[src/ckirq_regs.svh]
// constants for the carkit interrupt enable, status and latch registers
// assumes a ulpi register port that presents one byte address per access
`ifndef CKIRQ_REGS_SVH
`define CKIRQ_REGS_SVH
// register addresses
`define CKIRQ_ADDR_EN_WR 6'h1D
`define CKIRQ_ADDR_EN_SET 6'h1E
`define CKIRQ_ADDR_EN_CLR 6'h1F
`define CKIRQ_ADDR_STATUS 6'h20
`define CKIRQ_ADDR_LATCH 6'h21
// enable fields
`define CKIRQ_EN_RISE 0
`define CKIRQ_EN_FALL 1
`define CKIRQ_EN_COMP 2
`define CKIRQ_EN_RID 5
`define CKIRQ_EN_MASK 8'h27
// latch fields
`define CKIRQ_LAT_ID 0
`define CKIRQ_LAT_COMP 1
`define CKIRQ_LAT_RID 3
// reset value of every register
`define CKIRQ_RESET 8'h00
// id resistor code for a floating id pin
`define CKIRQ_RID_FLOAT 3'h5
// conversion time in ns and its cycle count at 4 ns per cycle
`define CKIRQ_CONV_NS 282000
`define CKIRQ_CLK_NS 4
`define CKIRQ_CONV_CYC (`CKIRQ_CONV_NS / `CKIRQ_CLK_NS)
`endif

[src/ckirq_pkg.sv]
// types shared by the carkit interrupt block
// assumes the constants header is included where numbers are needed
`default_nettype none
package ckirq_pkg;
  // detector levels seen by the block
  typedef struct packed {
    logic idOpen;
    logic compOut;
    logic measDone;
    logic [2:0] ridCode;
  } ckirq_det_s;
  // one register access from the ulpi register port
  typedef struct packed {
    logic wrStrobe;
    logic rdStrobe;
    logic [5:0] addr;
    logic [7:0] wrData;
  } ckirq_req_s;
endpackage : ckirq_pkg
`default_nettype wire

[src/ckirq_carkit_irq.sv]
// carkit interrupt enable, status and latch registers with alt_int output
// assumes detector levels and register strobes synchronous to ref_clk
// assumes the rxcmd builder samples altInt on every ref_clk edge
//
// What this block does
// - enable register has write, set, clear addresses
// - id open rise raises alt_int when enabled
// - id open fall raises alt_int when enabled
// - unused enable and dp bits read zero
// - resistor irq enable ored with vendor enable
// - status register shows live detector states
// - status bit 1 shows charger comparator
// - status bits 5:3 show resistor code
// - done bit set when conversion finishes
// - done cleared only by vendor result read
// - latch register clears when read
// - latch bit 0 on enabled id edges
// - latch bit 1 on enabled comparator change
// - latch bit 3 on enabled done rise
`timescale 1ns/1ns
`include "ckirq_regs.svh"
`default_nettype none
module ckirq_carkit_irq
(
  input wire logic ref_clk, // ulpi clock
  input wire logic rst_n, // synchronous power-on reset
  input wire ckirq_pkg::ckirq_req_s req, // register access
  input wire logic idOpenRaw, // id floating comparator
  input wire logic id_pullup_enable, // otg control pull-up
  input wire logic charger_comp_out, // charger data-detect comparator
  input wire logic charger_sink_enable, // comparator enable
  input wire logic convStart, // start an id resistor conversion
  input wire logic [2:0] convResult, // code from the converter
  input wire logic vendorRidIrqEn, // vendor register enable copy
  input wire logic vendorResultRead, // result read via vendor reg
  output logic [7:0] rdData, // read answer, one cycle later
  output logic altInt // alt_int level for rxcmd
);
  // ****************************************************
  // decode
  // ****************************************************
  logic [7:0] irqEn; // enable register
  logic [7:0] latch; // latch register
  // 17 bits: the 70500-cycle conversion overflows a 16-bit count
  logic [16:0] convCnt; // conversion timer
  logic converting; // conversion running
  logic measDone; // done flag
  logic [2:0] ridCode; // last conversion code
  logic prevOpen; // previous id open level
  logic prevComp; // previous comparator level
  logic prevDone; // previous done level
  // write decode; only one address can match in a cycle
  wire wrEn = req.wrStrobe && req.addr == `CKIRQ_ADDR_EN_WR;
  wire wrSet = req.wrStrobe && req.addr == `CKIRQ_ADDR_EN_SET;
  wire wrClr = req.wrStrobe && req.addr == `CKIRQ_ADDR_EN_CLR;
  wire rdLatch = req.rdStrobe && req.addr == `CKIRQ_ADDR_LATCH;
  // float only meaningful with the pull-up on
  wire idOpen = idOpenRaw && id_pullup_enable;
  // comparator forced low while its sink is disabled
  wire compOut = charger_comp_out && charger_sink_enable;
  wire ridEn = irqEn[`CKIRQ_EN_RID] || vendorRidIrqEn;
  // status: bit 2 and bit 7 stay zero
  wire [7:0] status = {1'b0, measDone, ridCode, 1'b0, compOut, idOpen};
  // detector edges against the last cycle's levels
  wire evRise = idOpen && !prevOpen && irqEn[`CKIRQ_EN_RISE];
  wire evFall = !idOpen && prevOpen && irqEn[`CKIRQ_EN_FALL];
  wire evComp = (compOut != prevComp) && irqEn[`CKIRQ_EN_COMP];
  wire evRid = measDone && !prevDone && ridEn;
  wire [7:0] evVec = {4'h0, evRid, 1'b0, evComp, evRise || evFall};
  // enable next value; the mask keeps unused bits at zero
  wire [7:0] next_irqEn = wrEn ? req.wrData & `CKIRQ_EN_MASK
                        : wrSet ? irqEn | (req.wrData & `CKIRQ_EN_MASK)
                        : wrClr ? irqEn & ~req.wrData
                        : irqEn;
  // read clears latch, but a same-cycle event survives
  wire [7:0] next_latch = (rdLatch ? 8'h00 : latch) | evVec;
  // read select: the enable reads back at all three of its addresses
  wire selEnable = req.addr >= `CKIRQ_ADDR_EN_WR
                   && req.addr <= `CKIRQ_ADDR_EN_CLR;
  wire selStatus = req.addr == `CKIRQ_ADDR_STATUS;
  wire selLatch = req.addr == `CKIRQ_ADDR_LATCH;
  // unmapped addresses answer zero
  wire [7:0] next_rdData = selEnable ? irqEn
                         : selStatus ? status
                         : selLatch ? latch
                         : 8'h00;
  // conversion ends on the last count of the timer
  wire convEnd = converting && convCnt == 17'(`CKIRQ_CONV_CYC - 1);

  // ****************************************************
  // registers
  // ****************************************************
  // register state and edge history
  always_ff @(posedge ref_clk)
  begin
    if (!rst_n)
    begin
      irqEn <= `CKIRQ_RESET;
      latch <= `CKIRQ_RESET;
      // history resets low, so a pin high at release reads as an edge
      prevOpen <= 1'b0;
      prevComp <= 1'b0;
      prevDone <= 1'b0;
      rdData <= `CKIRQ_RESET;
      altInt <= 1'b0;
    end
    else
    begin
      irqEn <= next_irqEn;
      latch <= next_latch;
      prevOpen <= idOpen;
      prevComp <= compOut;
      prevDone <= measDone;
      if (req.rdStrobe)
        rdData <= next_rdData;
      // alt_int follows any pending latch bit
      // registered so the rxcmd path sees a glitch-free level
      altInt <= |next_latch;
    end
  end

  // conversion timer; done set on finish, cleared by vendor read only
  always_ff @(posedge ref_clk)
  begin
    if (!rst_n)
    begin
      converting <= 1'b0;
      convCnt <= 17'h00000;
      measDone <= 1'b0;
      ridCode <= 3'h0;
    end
    else if (converting)
    begin
      // a start or vendor read while running is ignored
      if (convEnd)
      begin
        converting <= 1'b0;
        measDone <= 1'b1;
        ridCode <= convResult;
      end
      else
        convCnt <= convCnt + 17'h00001;
    end
    else
    begin
      if (convStart)
      begin
        converting <= 1'b1;
        convCnt <= 17'h00000;
      end
      // status reads never touch the done flag
      if (vendorResultRead)
        measDone <= 1'b0;
    end
  end

  // ****************************************************
  // assertions
  // ****************************************************
  // latch setting and clearing
  a_latch_clear: assert property (
    @(posedge ref_clk) disable iff (!rst_n)
    rdLatch && evVec == 8'h00 |=> latch == 8'h00)
    else $error("latch not cleared by read");
  a_latch_hold: assert property (
    @(posedge ref_clk) disable iff (!rst_n)
    !rdLatch |=> (latch & $past(latch)) == $past(latch))
    else $error("latch bit lost without read");
  a_rise_latch: assert property (
    @(posedge ref_clk) disable iff (!rst_n)
    evRise |=> latch[`CKIRQ_LAT_ID] && altInt)
    else $error("id rise not latched");
  a_fall_latch: assert property (
    @(posedge ref_clk) disable iff (!rst_n)
    evFall |=> latch[`CKIRQ_LAT_ID] && altInt)
    else $error("id fall not latched");
  a_comp_latch: assert property (
    @(posedge ref_clk) disable iff (!rst_n)
    evComp |=> latch[`CKIRQ_LAT_COMP])
    else $error("comparator change not latched");
  a_rid_latch: assert property (
    @(posedge ref_clk) disable iff (!rst_n)
    evRid |=> latch[`CKIRQ_LAT_RID])
    else $error("done rise not latched");
  a_unused_zero: assert property (
    @(posedge ref_clk) disable iff (!rst_n)
    (irqEn & ~`CKIRQ_EN_MASK) == 8'h00 && latch[7:4] == 4'h0)
    else $error("unused bit set");
  // interrupt level toward the rxcmd path
  a_alt_level: assert property (
    @(posedge ref_clk) disable iff (!rst_n)
    altInt == (latch != 8'h00))
    else $error("alt_int disagrees with latch");
  // enable writes and reads
  a_enable_set: assert property (
    @(posedge ref_clk) disable iff (!rst_n)
    wrSet |=> (irqEn & $past(req.wrData) & `CKIRQ_EN_MASK)
              == ($past(req.wrData) & `CKIRQ_EN_MASK))
    else $error("set write lost bits");
  a_load_write: assert property (
    @(posedge ref_clk) disable iff (!rst_n)
    wrEn |=> irqEn == ($past(req.wrData) & `CKIRQ_EN_MASK))
    else $error("enable load wrong");
  a_clear_write: assert property (
    @(posedge ref_clk) disable iff (!rst_n)
    wrClr |=> (irqEn & $past(req.wrData)) == 8'h00)
    else $error("clear write left bits");
  a_enable_read: assert property (
    @(posedge ref_clk) disable iff (!rst_n)
    req.rdStrobe && selEnable |=> rdData == $past(irqEn))
    else $error("enable read wrong");
  // status and latch reads
  a_status_read: assert property (
    @(posedge ref_clk) disable iff (!rst_n)
    req.rdStrobe && selStatus |=> rdData == $past(status))
    else $error("status read wrong");
  a_latch_read: assert property (
    @(posedge ref_clk) disable iff (!rst_n)
    rdLatch |=> rdData == $past(latch))
    else $error("latch read wrong");
  a_reserved_read: assert property (
    @(posedge ref_clk) disable iff (!rst_n)
    rdData[7] == 1'b0)
    else $error("reserved read bit set");
  // conversion and done flag
  a_done_set: assert property (
    @(posedge ref_clk) disable iff (!rst_n)
    convEnd |=> measDone)
    else $error("done not set at conversion end");
  a_code_capture: assert property (
    @(posedge ref_clk) disable iff (!rst_n)
    convEnd |=> ridCode == $past(convResult))
    else $error("resistor code not captured");
  a_done_hold: assert property (
    @(posedge ref_clk) disable iff (!rst_n)
    measDone && !vendorResultRead |=> measDone)
    else $error("done cleared without vendor read");
  a_done_clear: assert property (
    @(posedge ref_clk) disable iff (!rst_n)
    vendorResultRead && !converting |=> !measDone)
    else $error("done not cleared by vendor read");
  // reset
  a_reset_zero: assert property (
    @(posedge ref_clk)
    !rst_n |=> irqEn == 8'h00 && latch == 8'h00
               && !altInt && rdData == 8'h00)
    else $error("register not zero after reset");
endmodule : ckirq_carkit_irq
`default_nettype wire

[config.mk]
export PLATFORM = sky130hd
export DESIGN_NAME = ckirq_carkit_irq
export DESIGN_NICKNAME = d
export VERILOG_FILES = /design/src/ckirq_pkg.sv /design/src/ckirq_carkit_irq.sv
export VERILOG_INCLUDE_DIRS = /design/src
export SDC_FILE = /design/constraint.sdc
export NUM_CORES = 1
export LEC_CHECK = 0
export ABC_AREA = 1
export BUFFER_PORTS_ARGS = -buffer_cell sky130_fd_sc_hd__buf_2
export CAP_MARGIN = 10
export CORE_MARGIN = 2
export CORE_UTILIZATION = 30
export CTS_BUF_LIST = sky130_fd_sc_hd__clkbuf_8
export CTS_CLUSTER_SIZE = 40
export DETAILED_ROUTE_END_ITERATION = 8
export REMOVE_ABC_BUFFERS = 1
export SYNTH_ARGS = -nofsm -noshare
export SYNTH_HDL_FRONTEND = slang
export SYNTH_SLANG_ARGS = --single-unit
[constraint.sdc]
create_clock -name ref_clk -period 2.8 [get_ports ref_clk]
set_input_delay 0.56 -clock ref_clk [delete_from_list [all_inputs] [get_ports ref_clk]]
set_output_delay 0.56 -clock ref_clk [all_outputs]
set_load 0.05 [all_outputs]
### Word level (Yosys, flattened, before mapping)

Cells that the tools add are included.

* bits in writable memories: 0
* bits in latches: 0
* bits in read-only memories: 0
* bits in registers: 50
* input bits: 28
* memories: 0

* shifts and indexed selects: 0
* add/sub/neg operators: 1
* reductions and logical operators: 29
* eq/ne operators: 9
* bitwise logic cells: 5
* magnitude comparators: 2
* divide/modulo/power cells: 0
* muxes and demuxes: 16
* multiply operators: 0

Operator list (count)
* 17-bit two-way mux: 3
* 8-bit two-way mux: 6
* 6-bit by 5-bit == test with 1-bit output (second input constant): 3
* 17-bit by 1-bit adder with 17-bit output (second input constant): 1
* 17-bit == test (second input constant): 1
* 1-bit logical AND: 15
* 6-bit == test (second input constant): 2
* 8-bit AND: 1
* 8-bit NOT: 1
* 8-bit by 4-bit OR with 8-bit output: 1
* 8-bit by 6-bit OR with 8-bit output: 1
* 8-bit OR reduction: 1
* 6-bit by 5-bit greater-or-equal comparator with 1-bit output (second input constant): 1
* 6-bit by 5-bit less-or-equal comparator with 1-bit output (second input constant): 1
* 1-bit two-way mux: 6
* 6-bit two-way mux: 1
* 2-bit AND reduction: 3
* 2-bit nonzero test: 3
* 1-bit logical NOT: 3
* 3-bit nonzero test: 1
* 1-bit logical OR: 2
* 2-bit by 1-bit != test with 1-bit output (second input constant): 1
* 2-bit != test (second input constant): 1
* 2-bit OR reduction: 1
* 2 further kinds: 2

### Depth between registers and ports, before layout

Gate-level depths: netlist of the first run.

* depth after elaboration: 7
* gate-level depth with buffers: 11

### Worst setup path before layout of the first run

No wires, ideal clock.

* kind: input-to-reg
* from: input port req[12] in the netlist's numbering
* to: register altInt
* library setup time: 109 ps
* stages: 9
* data required time: 2691 ps
* slack: 1285 ps
* arrival: 1406 ps
* path buffers: 0
* cells stage by stage: inv_1 nand2_1 nor2_4 nand3_2 and2_1 nor2_1 nand3_1 nand2_1 inv_1

* longest elaborated chain between the ends: 5

RTL lines
* start, declared: RTL line ckirq_carkit_irq.sv:27 `input wire ckirq_pkg::ckirq_req_s req,`
* 6-bit == test (no source line)
* 1-bit logical AND (no source line)
* 8-bit two-way mux: RTL line ckirq_carkit_irq.sv:76 `wire [7:0] next_latch = (rdLatch ? 8'h00 : latch) | evVec;`
* 8-bit by 4-bit OR with 8-bit output: RTL line ckirq_carkit_irq.sv:76
* 8-bit OR reduction: RTL line ckirq_carkit_irq.sv:118 `altInt <= |next_latch;`
* end signal, assigned: RTL line ckirq_carkit_irq.sv:118
* end, declared: RTL line ckirq_carkit_irq.sv:37 `output logic altInt`

No other way between the ends.
A chain may end at the register's enable or synchronous reset.

### Worst setup path after layout of the first run

* from: register converting
* to: register convCnt[6]

* longest elaborated chain between the ends: 3
* elaborated cells between the ends (all ways): 5
* those cells by class: eq/ne (1); mux (1); reduce/logical (3)

RTL lines
* start, declared: RTL line ckirq_carkit_irq.sv:46 `logic converting;`
* start signal, assigned: RTL line ckirq_carkit_irq.sv:127 `converting <= 1'b0;`
* start signal, assigned: RTL line ckirq_carkit_irq.sv:137 `converting <= 1'b0;`
* start signal, assigned: RTL line ckirq_carkit_irq.sv:148 `converting <= 1'b1;`
* 1-bit logical AND: RTL line ckirq_carkit_irq.sv:88 `` wire convEnd = converting && convCnt == 17'(`CKIRQ_CONV_CYC - 1); ``
* 2-bit != test (no source line)
* 2-bit AND reduction (no source line)
* end signal, assigned: RTL line ckirq_carkit_irq.sv:142 `convCnt <= convCnt + 17'h00001;`
* end, declared: RTL line ckirq_carkit_irq.sv:45 `logic [16:0] convCnt;`

Parallel ways exist; a longest one is shown, timed or not.

==> run_results.csv, run 1 <==
group,metric,value,unit
status,status,"completed",
timing,rsz0062_at_grt,"false",
timing,min_period_over_period,60.4,%
critical_path,crit_path_top_delay_cell,"dfxtp_1",
timing,timing.hold.ws,0.443,ns
route,routed_wirelength,5960,µm
route,drt_iter0_drc,87,
clocking,hold_buffers,0,
yosys,synthMuxAreaShare,0,%
route,vias,2399,
hold_path,hp-class,"reg2reg",
critical_path,critPathKind,"reg2reg",
critical_path,crit_arrival,1.92,ns
yosys,postSynthCellCount,372,
finish,fin_nets,437,
die,die_area,9050,µm²
yosys,synth_cell_types,34,
yosys,synth_largest_area_cell,"dfxtp_1",
global_routing,globalRouteOverflowTotal,0,
clocking,clk_latency,0.31,ns
timing,min_period,1.69,ns
route,ant_nets,0,
critical_path,reg2reg_depth,7,
clocking,cts_tree,"built",
timing,maxSlewHeadroom,61.8,%
clocking,ctsHtreeMaxLevel,2,
flow_run,drv_cap,0,
power_and_ir_drop,totalPowerFinal,1400,µW
yosys,syn_area,2490,µm²
yosys,synthSimpleGateAreaFrac,34.4,%
finish,fin_util,35.4,%
timing,finalSetupTns,0,ns
die,dieWidth,95.1,µm
clocking,clk_pin_slew,0.10,ns
placement,globalplace.congestion,0.856,
critical_path,reg2reg_from,"converting$_SDFF_PN0_",
global_routing,grt_util_all_layers,14.5,%
yosys,yosysSeqAreaShare,40.2,%
yosys,synth_ff_type,"dfxtp_1",
critical_path,critPathTopFamily,"buffers and inverters",
yosys,yosys_warnings,0,
critical_path,endpoint,"convCnt[6]$_SDFFE_PN0P_",
yosys,synthXorXnorAreaFrac,0.352,%
critical_path,start_kind,"register",
critical_path,cp.depth,7,
critical_path,cpMostUsedCell,"inv_1",
global_routing,grt_pass1_vias,2304,
power_and_ir_drop,power_leakage,0.00121,µW
power_and_ir_drop,peakVddDrop,295,µV
clocking,clockBufferDepth,2,
power_and_ir_drop,power.density,487,nW/µm²
finish,n_fill_cell,883,
critical_path,path_max_fanout,15,
clocking,cts_sinks,50,
yosys,synth_top_area_share,40.2,%
clocking,root_buffer,"clkbuf_8",
critical_path,r2r-end,"convCnt[6]$_SDFFE_PN0P_",
finish,drive_gt1_share,14.9,%
route,via_per_inst,4.67,
yosys,avgSynthCellArea,6.70,µm²
yosys,synth_top_family_by_area,"simple AND/OR/NAND/NOR gates",
yosys,synth-adder-area-share,0.502,%
timing,drv_slew,0,
finish,area_growth,15.6,%
critical_path,end_kind,"register",
placement,dp_hpwl,4370,µm
die,core_area,8130,µm²
finish,diodes,0,
die,io_pins,37,
clocking,postCtsResizedCells,0,
timing,hold_violations,0,
critical_path,critPathBufInv,3,
critical_path,cpPeakStageDelay,0.58,ns
placement,port_buffers,36,
yosys,synth-seq-cells,50,
timing,max_clock_freq,591,MHz
yosys,async_flop_share,0,%
die,rows,33,
route,first_pass_iters,4,
critical_path,required,3.03,ns
yosys,synthTopCellsByArea,"dfxtp_1 (40%), nand2_1 (14%), nor2_1 (7.7%)",
global_routing,antenna_found_initial,0,
timing,tightest_slew,0.570,ns
timing,setup_viol_count_final,0,
route,drc,0,
clocking,post-cts-setup-buffers,0,
critical_path,startpoint,"converting$_SDFF_PN0_",
global_routing,grt_max_degree,27,
yosys,synth_edf_count,0,
global_routing,grt_pass1_wl,10400,µm
critical_path,worst-r2r-setup-slack,1.11,ns
die,dieHeight,95.1,µm
die,floorplan.initialDensity,30.6,%
timing,fin_skew,0.0153,ns
yosys,synth-compound-area-share,14.8,%
critical_path,crit_chain,"buf_4 > nor2_1 > inv_1 > nand2_4 > inv_1 > nand2_1 > a21oi_1",
clocking,numCtsBuffers,5,
route,post_drt_wl_per_cell,11.6,µm
-- how the worst min path moves through the flow --
| stage | to | slack, ns | depth (start not counted) | startpoint |
|---|---|---|---|---|
| floorplan | prevDone$_SDFF_PN0_ | 0.42 | 2 | measDone$_SDFFE_PN0P_ |
| global placement | prevDone$_SDFF_PN0_ | 0.43 | 2 | measDone$_SDFFE_PN0P_ |
| detailed placement | prevDone$_SDFF_PN0_ | 0.43 | 2 | measDone$_SDFFE_PN0P_ |
| CTS | prevDone$_SDFF_PN0_ | 0.45 | 2 | measDone$_SDFFE_PN0P_ |
| global route | prevDone$_SDFF_PN0_ | 0.46 | 2 | measDone$_SDFFE_PN0P_ |
| finish | prevDone$_SDFF_PN0_ | 0.44 | 2 | measDone$_SDFFE_PN0P_ |
-- metrics by stage --
stage               setup WS (ns)  cell area (µm²)  instances
floorplan                    1.29             2430        363
global placement             1.07             2760        506
detailed placement           1.02             2760        506
CTS                          1.09             2880        514
global route                0.907             2880        514
finish                       1.11             2880        514
-- layer usage --
metal | vias to the layer above | share of wire (%) | global-route usage [%]
met3 | 7 | 5.8 | 2.92
met2 | 51 | 44 | 24.5
li1 | 1266 | - | -
met1 | 1075 | 49 | 18.7
met4 | 0 | 1.1 | 3.99
met5 | - | 0 | 0
-- cells in the final DEF (no fill, tap or decap), types with 4 or more instances in the layout --
cell type / n
inv_1: 46
nor2_1: 51
nand4_1: 9
a21oi_1: 24
nand3_1: 23
nor3_1: 4
nand2_1: 93
clkbuf_8: 6
buf_2: 36
dfxtp_1: 50
o21ai_0: 29
nor2_2: 4
-- Yosys cell counts (2+ instances only) --
master,number
a21boi_0,2
a21oi_1,24
a31oi_1,3
a41oi_1,3
buf_2,2
clkbuf_1,5
clkinv_1,2
dfxtp_1,50
inv_1,46
nand2_1,93
nand2_2,3
nand3_1,23
nand4_1,9
nor2_1,51
nor2_2,4
nor3_1,4
o211ai_1,2
o21ai_0,29
o21bai_1,2
-- worst min-delay path, cell delays in order (launching register included) --
cell and delay, ns:
dfxtp_1 0.32, nand2_1 0.05, inv_1 0.04
-- kinds of logic after synthesis --
logic type	Yosys count
simple gates	195
compound gates	67
xor+xnor	1
flops	50
buf+inv	58
fa+ha+maj	1
-- report_power, final --
group	total, µW	internal, µW	switching, µW	leakage, µW
Sequential	730	721	8.90	0.000405
Combinational	119	37.2	81.5	0.000745
Clock	553	294	259	0.0000618
Total	1400	1050	349	0.00121
-- final cells by class --
type	count	area, µm²	share of cell area, %
Clock buffer	6	82.6	2.87
Tap cell	105	131	4.56
Inverter	49	184	6.39
Multi-Input combinational cell	264	1250	43.3
Sequential cell	50	1000	34.8
Timing Repair Buffer	38	195	6.78
Clock inverter	2	38.8	1.35
No activity file was read; power rests on OpenSTA's default activity.
==> run 2: changes to the inputs <==
==> constraint.sdc (replaced) <==
create_clock -name ref_clk -period 1.7 [get_ports ref_clk]
set_input_delay 0.34 -clock ref_clk [delete_from_list [all_inputs] [get_ports ref_clk]]
set_output_delay 0.34 -clock ref_clk [all_outputs]
set_load 0.05 [all_outputs]
==> run_results.csv, run 2 (synthesized netlist as in run 1, its figures left out) <==
group,metric,value,unit
global_routing,grt_util_all_layers,14.7,%
timing,max_clock_freq,659,MHz
critical_path,cp.depth,9,
timing,fin_skew,0.00472,ns
critical_path,start_kind,"register",
finish,layout.cells.most_common_list,"nand2_1 (93), nor2_1 (50), dfxtp_1 (49)",
finish,layout_commonest_cell,"nand2_1",
critical_path,end_kind,"register",
global_routing,globalRouteOverflowTotal,0,
status,status,"completed",
flow_run,drv_cap,0,
critical_path,startpoint,"convCnt[1]$_SDFFE_PN0P_",
critical_path,crit_chain,"ha_2 > nand2_1 > nor2_2 > nand3_4 > nand2_8 > inv_1 > nand2_1 > nand2_1 > nor2_1",
critical_path,critPathTopFamily,"simple AND/OR/NAND/NOR gates",
clocking,clockBufferDepth,2,
timing,rsz0062_at_grt,"false",
finish,drive_gt1_share,17.5,%
finish,diodes,0,
critical_path,crit_path_top_delay_cell,"dfxtp_1",
power_and_ir_drop,power_leakage,0.00124,µW
power_and_ir_drop,peakVddDrop,359,µV
global_routing,grt_pass1_wl,10500,µm
clocking,post-cts-setup-buffers,0,
hold_path,min_from,"convResult[1]",
critical_path,path_max_fanout,15,
clocking,postCtsResizedCells,0,
hold_path,hp-class,"in2reg",
critical_path,critPathBufInv,1,
critical_path,critPathKind,"reg2reg",
global_routing,grt_max_degree,17,
route,first_pass_iters,4,
timing,setup_viol_count_final,0,
route,ant_nets,0,
timing,min_period_over_period,89.2,%
critical_path,reg2reg_depth,9,
critical_path,required,1.95,ns
clocking,ctsHtreeMaxLevel,2,
power_and_ir_drop,power.density,741,nW/µm²
clocking,numCtsBuffers,5,
die,dieHeight,95.1,µm
clocking,cts_sinks,50,
die,floorplan.initialDensity,30.6,%
finish,area_growth,18.0,%
route,post_drt_wl_per_cell,11.8,µm
critical_path,cpPeakStageDelay,0.39,ns
finish,fin_util,36.1,%
timing,tightest_slew,0.468,ns
route,routed_wirelength,6160,µm
clocking,root_buffer,"clkbuf_8",
die,io_pins,37,
placement,globalplace.congestion,0.889,
critical_path,reg2reg_from,"convCnt[1]$_SDFFE_PN0P_",
timing,drv_slew,0,
clocking,cts_tree,"built",
placement,port_buffers,36,
timing,finalSetupTns,0,ns
timing,maxSlewHeadroom,68.5,%
placement,dp_hpwl,4560,µm
finish,fin_nets,446,
clocking,hold_buffers,0,
die,dieWidth,95.1,µm
finish,seq_area,1000,µm²
finish,n_fill_cell,868,
hold_path,hold_depth,3,
die,die_area,9050,µm²
route,drt_iter0_drc,98,
timing,min_period,1.52,ns
timing,hold_violations,0,
critical_path,cpMostUsedCell,"nand2_1",
route,drc,0,
clocking,clk_pin_slew,0.10,ns
finish,multi_input_area,1260,µm²
die,core_area,8130,µm²
clocking,clk_latency,0.31,ns
critical_path,crit_arrival,1.77,ns
global_routing,antenna_found_initial,0,
die,rows,33,
route,vias,2458,
route,via_per_inst,4.70,
global_routing,grt_pass1_vias,2295,
-- run 2: layout make-up --
| cell class | instances | share of cell area [%] |
|---|---|---|
| well taps | 105 | 4.47 |
| clock inverters | 2 | 0.553 |
| flip-flops and latches | 50 | 34.1 |
| inverters | 49 | 6.26 |
| repair buffers | 47 | 8.94 |
| multi-input cells | 264 | 42.9 |
| clock buffers | 6 | 2.81 |
-- run 2: worst paths after layout --
check / slack (ns) / end
worst min register to register: 0.45 / prevDone$_SDFF_PN0_
worst max-delay path: 0.18 / convCnt[12]$_SDFFE_PN0P_
worst max register to register: 0.18 / convCnt[12]$_SDFFE_PN0P_
worst min-delay path: 0.27 / ridCode[1]$_SDFFE_PN0P_
-- run 2: tightest hold or removal path, cell delays in order --
cell and delay [ns]:
buf_2 0.07, o21ai_0 0.07, nor2_1 0.07
-- run 2: where the power goes --
group | total, µW | leakage [µW] | switching, µW | internal (µW)
sequential | 1200 | 0.000405 | 10.5 | 1190
combinational | 214 | 0.000788 | 142 | 71.9
clock | 766 | 0.0000478 | 430 | 336
total | 2180 | 0.00124 | 582 | 1600
-- run 2: metal layers --
layer / vias to the layer above / GRT usage [%] / routed length, µm
met5: - / 0 / 0
met3: 9 / 2.92 / 295
met2: 66 / 23.5 / 2740
met1: 1102 / 19.8 / 3020
li1: 1281 / - / -
met4: 0 / 5.07 / 103
-- run 2: through the flow --
step,setup WS (ns),area (µm²),instances,hold WS (ns),total power (µW)
global placement,0.184,2830,515,0.435,1430
CTS,0.0759,2920,523,0.267,2200
detailed placement,0.116,2830,515,0.436,1440
floorplan,0.290,2430,363,0.419,1340
finish,0.183,2940,523,0.275,2180
global route,0.00834,2940,523,0.282,2270
==> run 3: changes to the inputs <==
==> constraint.sdc (replaced) <==
create_clock -name ref_clk -period 1.4 [get_ports ref_clk]
set_input_delay 0.28 -clock ref_clk [delete_from_list [all_inputs] [get_ports ref_clk]]
set_output_delay 0.28 -clock ref_clk [all_outputs]
set_load 0.05 [all_outputs]
==> run_results.csv, run 3 (synthesized netlist as in run 1, its figures left out) <==
group,metric,value,unit
critical_path,crit_arrival,1.64,ns
finish,multi_input_area,1410,µm²
finish,drive_gt1_share,29.6,%
global_routing,antenna_found_initial,0,
global_routing,grt_pass1_wl,10800,µm
timing,fin_skew,0.00576,ns
finish,diodes,0,
timing,timing.hold.ws,0.214,ns
placement,globalplace.congestion,0.923,
timing,min_period_over_period,99.7,%
timing,hold_violations,0,
die,rows,33,
timing,tightest_slew,0.339,ns
finish,n_fill_cell,820,
die,floorplan.initialDensity,30.6,%
critical_path,crit_path_top_delay_cell,"dfxtp_2",
die,io_pins,37,
clocking,hold_buffers,0,
global_routing,grt_util_all_layers,15.2,%
route,via_per_inst,4.74,
die,die_area,9050,µm²
power_and_ir_drop,power_leakage,0.00145,µW
finish,fin_util,40.8,%
global_routing,grt_max_degree,17,
finish,fin_nets,472,
clocking,ctsHtreeMaxLevel,2,
status,status,"completed",
power_and_ir_drop,p_sw_share,25.4,%
hold_path,hold_depth,3,
route,drt_iter0_drc,111,
timing,rsz0062_at_grt,"true",
route,drc,0,
route,ant_nets,0,
clocking,numCtsBuffers,5,
critical_path,reg2reg_depth,8,
power_and_ir_drop,pwr-share-clk,36.9,%
clocking,clk_latency,0.31,ns
critical_path,cpPeakStageDelay,0.37,ns
clocking,clk_pin_slew,0.09,ns
timing,min_period,1.40,ns
hold_path,hp-class,"in2reg",
power_and_ir_drop,power_frac_comb,11.0,%
clocking,root_buffer,"clkbuf_8",
route,vias,2596,
hold_path,min_from,"convResult[0]",
power_and_ir_drop,power_switching,709,µW
placement,dp_hpwl,4870,µm
critical_path,end_kind,"register",
critical_path,path_max_fanout,7,
route,first_pass_iters,5,
critical_path,r2r-end,"convCnt[10]$_SDFFE_PN0P_",
timing,maxSlewHeadroom,77.2,%
clocking,clockBufferDepth,2,
critical_path,crit_chain,"ha_4 > nand2_2 > nor2_4 > nand3_4 > nand2_8 > buf_8 > nand2_1 > a21oi_1",
critical_path,worst-r2r-setup-slack,0.004,ns
route,post_drt_wl_per_cell,12.3,µm
power_and_ir_drop,internal-power,2080,µW
critical_path,critPathKind,"reg2reg",
clocking,cts_tree,"built",
timing,setup_viol_count_final,0,
timing,max_clock_freq,716,MHz
power_and_ir_drop,power.density,843,nW/µm²
route,routed_wirelength,6770,µm
timing,drv_slew,0,
power_and_ir_drop,peakVddDrop,363,µV
power_and_ir_drop,power_frac_seq,52.1,%
critical_path,critPathTopFamily,"simple AND/OR/NAND/NOR gates",
flow_run,drv_cap,0,
finish,layout_commonest_cell,"nand2_1",
critical_path,required,1.64,ns
finish,seq_area,1010,µm²
global_routing,grt_pass1_vias,2432,
critical_path,start_kind,"register",
die,dieWidth,95.1,µm
hold_path,min_to,"ridCode[0]$_SDFFE_PN0P_",
die,core_area,8130,µm²
finish,area_growth,33.1,%
die,dieHeight,95.1,µm
critical_path,reg2reg_from,"convCnt[0]$_SDFFE_PN0P_",
critical_path,critPathBufInv,1,
placement,port_buffers,36,
finish,layout.cells.most_common_list,"nand2_1 (89), nor2_1 (46), inv_1 (41), dfxtp_1 (41), buf_2 (36)",
global_routing,globalRouteOverflowTotal,0,
clocking,cts_sinks,50,
-- run 3: how the worst max path moves through the flow --
stage | slack, ns | start | cells past startpoint | to
3_3_place_gp | -0.06 | convCnt[0]$_SDFFE_PN0P_ | 8 | convCnt[5]$_SDFFE_PN0P_
5_1_grt | -0.1 | convCnt[0]$_SDFFE_PN0P_ | 10 | convCnt[14]$_SDFFE_PN0P_
2_1_floorplan | -0.01 | converting$_SDFF_PN0_ | 7 | convCnt[5]$_SDFFE_PN0P_
6_report | 0.004 | convCnt[0]$_SDFFE_PN0P_ | 8 | convCnt[10]$_SDFFE_PN0P_
3_5_place_dp | -0.07 | convCnt[0]$_SDFFE_PN0P_ | 9 | convCnt[12]$_SDFFE_PN0P_
4_1_cts | 0.009 | convCnt[0]$_SDFFE_PN0P_ | 9 | convCnt[9]$_SDFFE_PN0P_
-- run 3: metrics by stage --
stage | worst slack (ns) | setup TNS (ns) | std cells | cell area, µm² | total power, µW
3_5_place_dp | -0.0732 | -0.468 | 535 | 2980 | 1770
4_1_cts | 0.00872 | 0 | 542 | 3110 | 2790
3_3_place_gp | -0.0577 | -0.241 | 535 | 2980 | 1760
6_report | 0.00396 | 0 | 548 | 3320 | 2790
2_1_floorplan | -0.00979 | -0.00979 | 363 | 2430 | 1620
5_1_grt | -0.0955 | -0.944 | 548 | 3320 | 2890
-- run 3: what timing repair did --
action,4_1_cts,5_1_grt
gates resized for setup,9,53
setup buffers,0,4
cloned,0,2
endpoints found under the hold margin,0,0
endpoints found under the setup margin,14,21
pin swaps,1,13
-- run 3: routing by layer --
layer  wire length [µm]  GRT usage, %  vias to the layer above
met2               3230          26.0                       71
met1               3060          19.1                     1175
met5                  0             0                        -
met3                370          2.92                        9
li1                   -             -                     1341
met4                 99          4.95                        0
-- run 3: power by group through the flow --
stage	Sequential, µW	Combinational, µW	Clock (µW)
2_1_floorplan	1530	94.1	0
3_3_place_gp	1490	274	0
3_5_place_dp	1490	277	0
4_1_cts	1460	281	1050
5_1_grt	1460	336	1100
6_report	1460	306	1030
-- run 3: cell type report --
class / count / area share [%]
multi-input cells: 265 / 42.4
flip-flops and latches: 50 / 30.6
repair buffers: 72 / 14.2
inverters: 49 / 5.62
well taps: 105 / 3.96
clock buffers: 5 / 2.08
clock inverters: 2 / 1.17
-- run 3: tightest hold or removal path: stages --
cell and delay, ns:
buf_2 0.09, o21ai_2 0.05, nor2_1 0.07
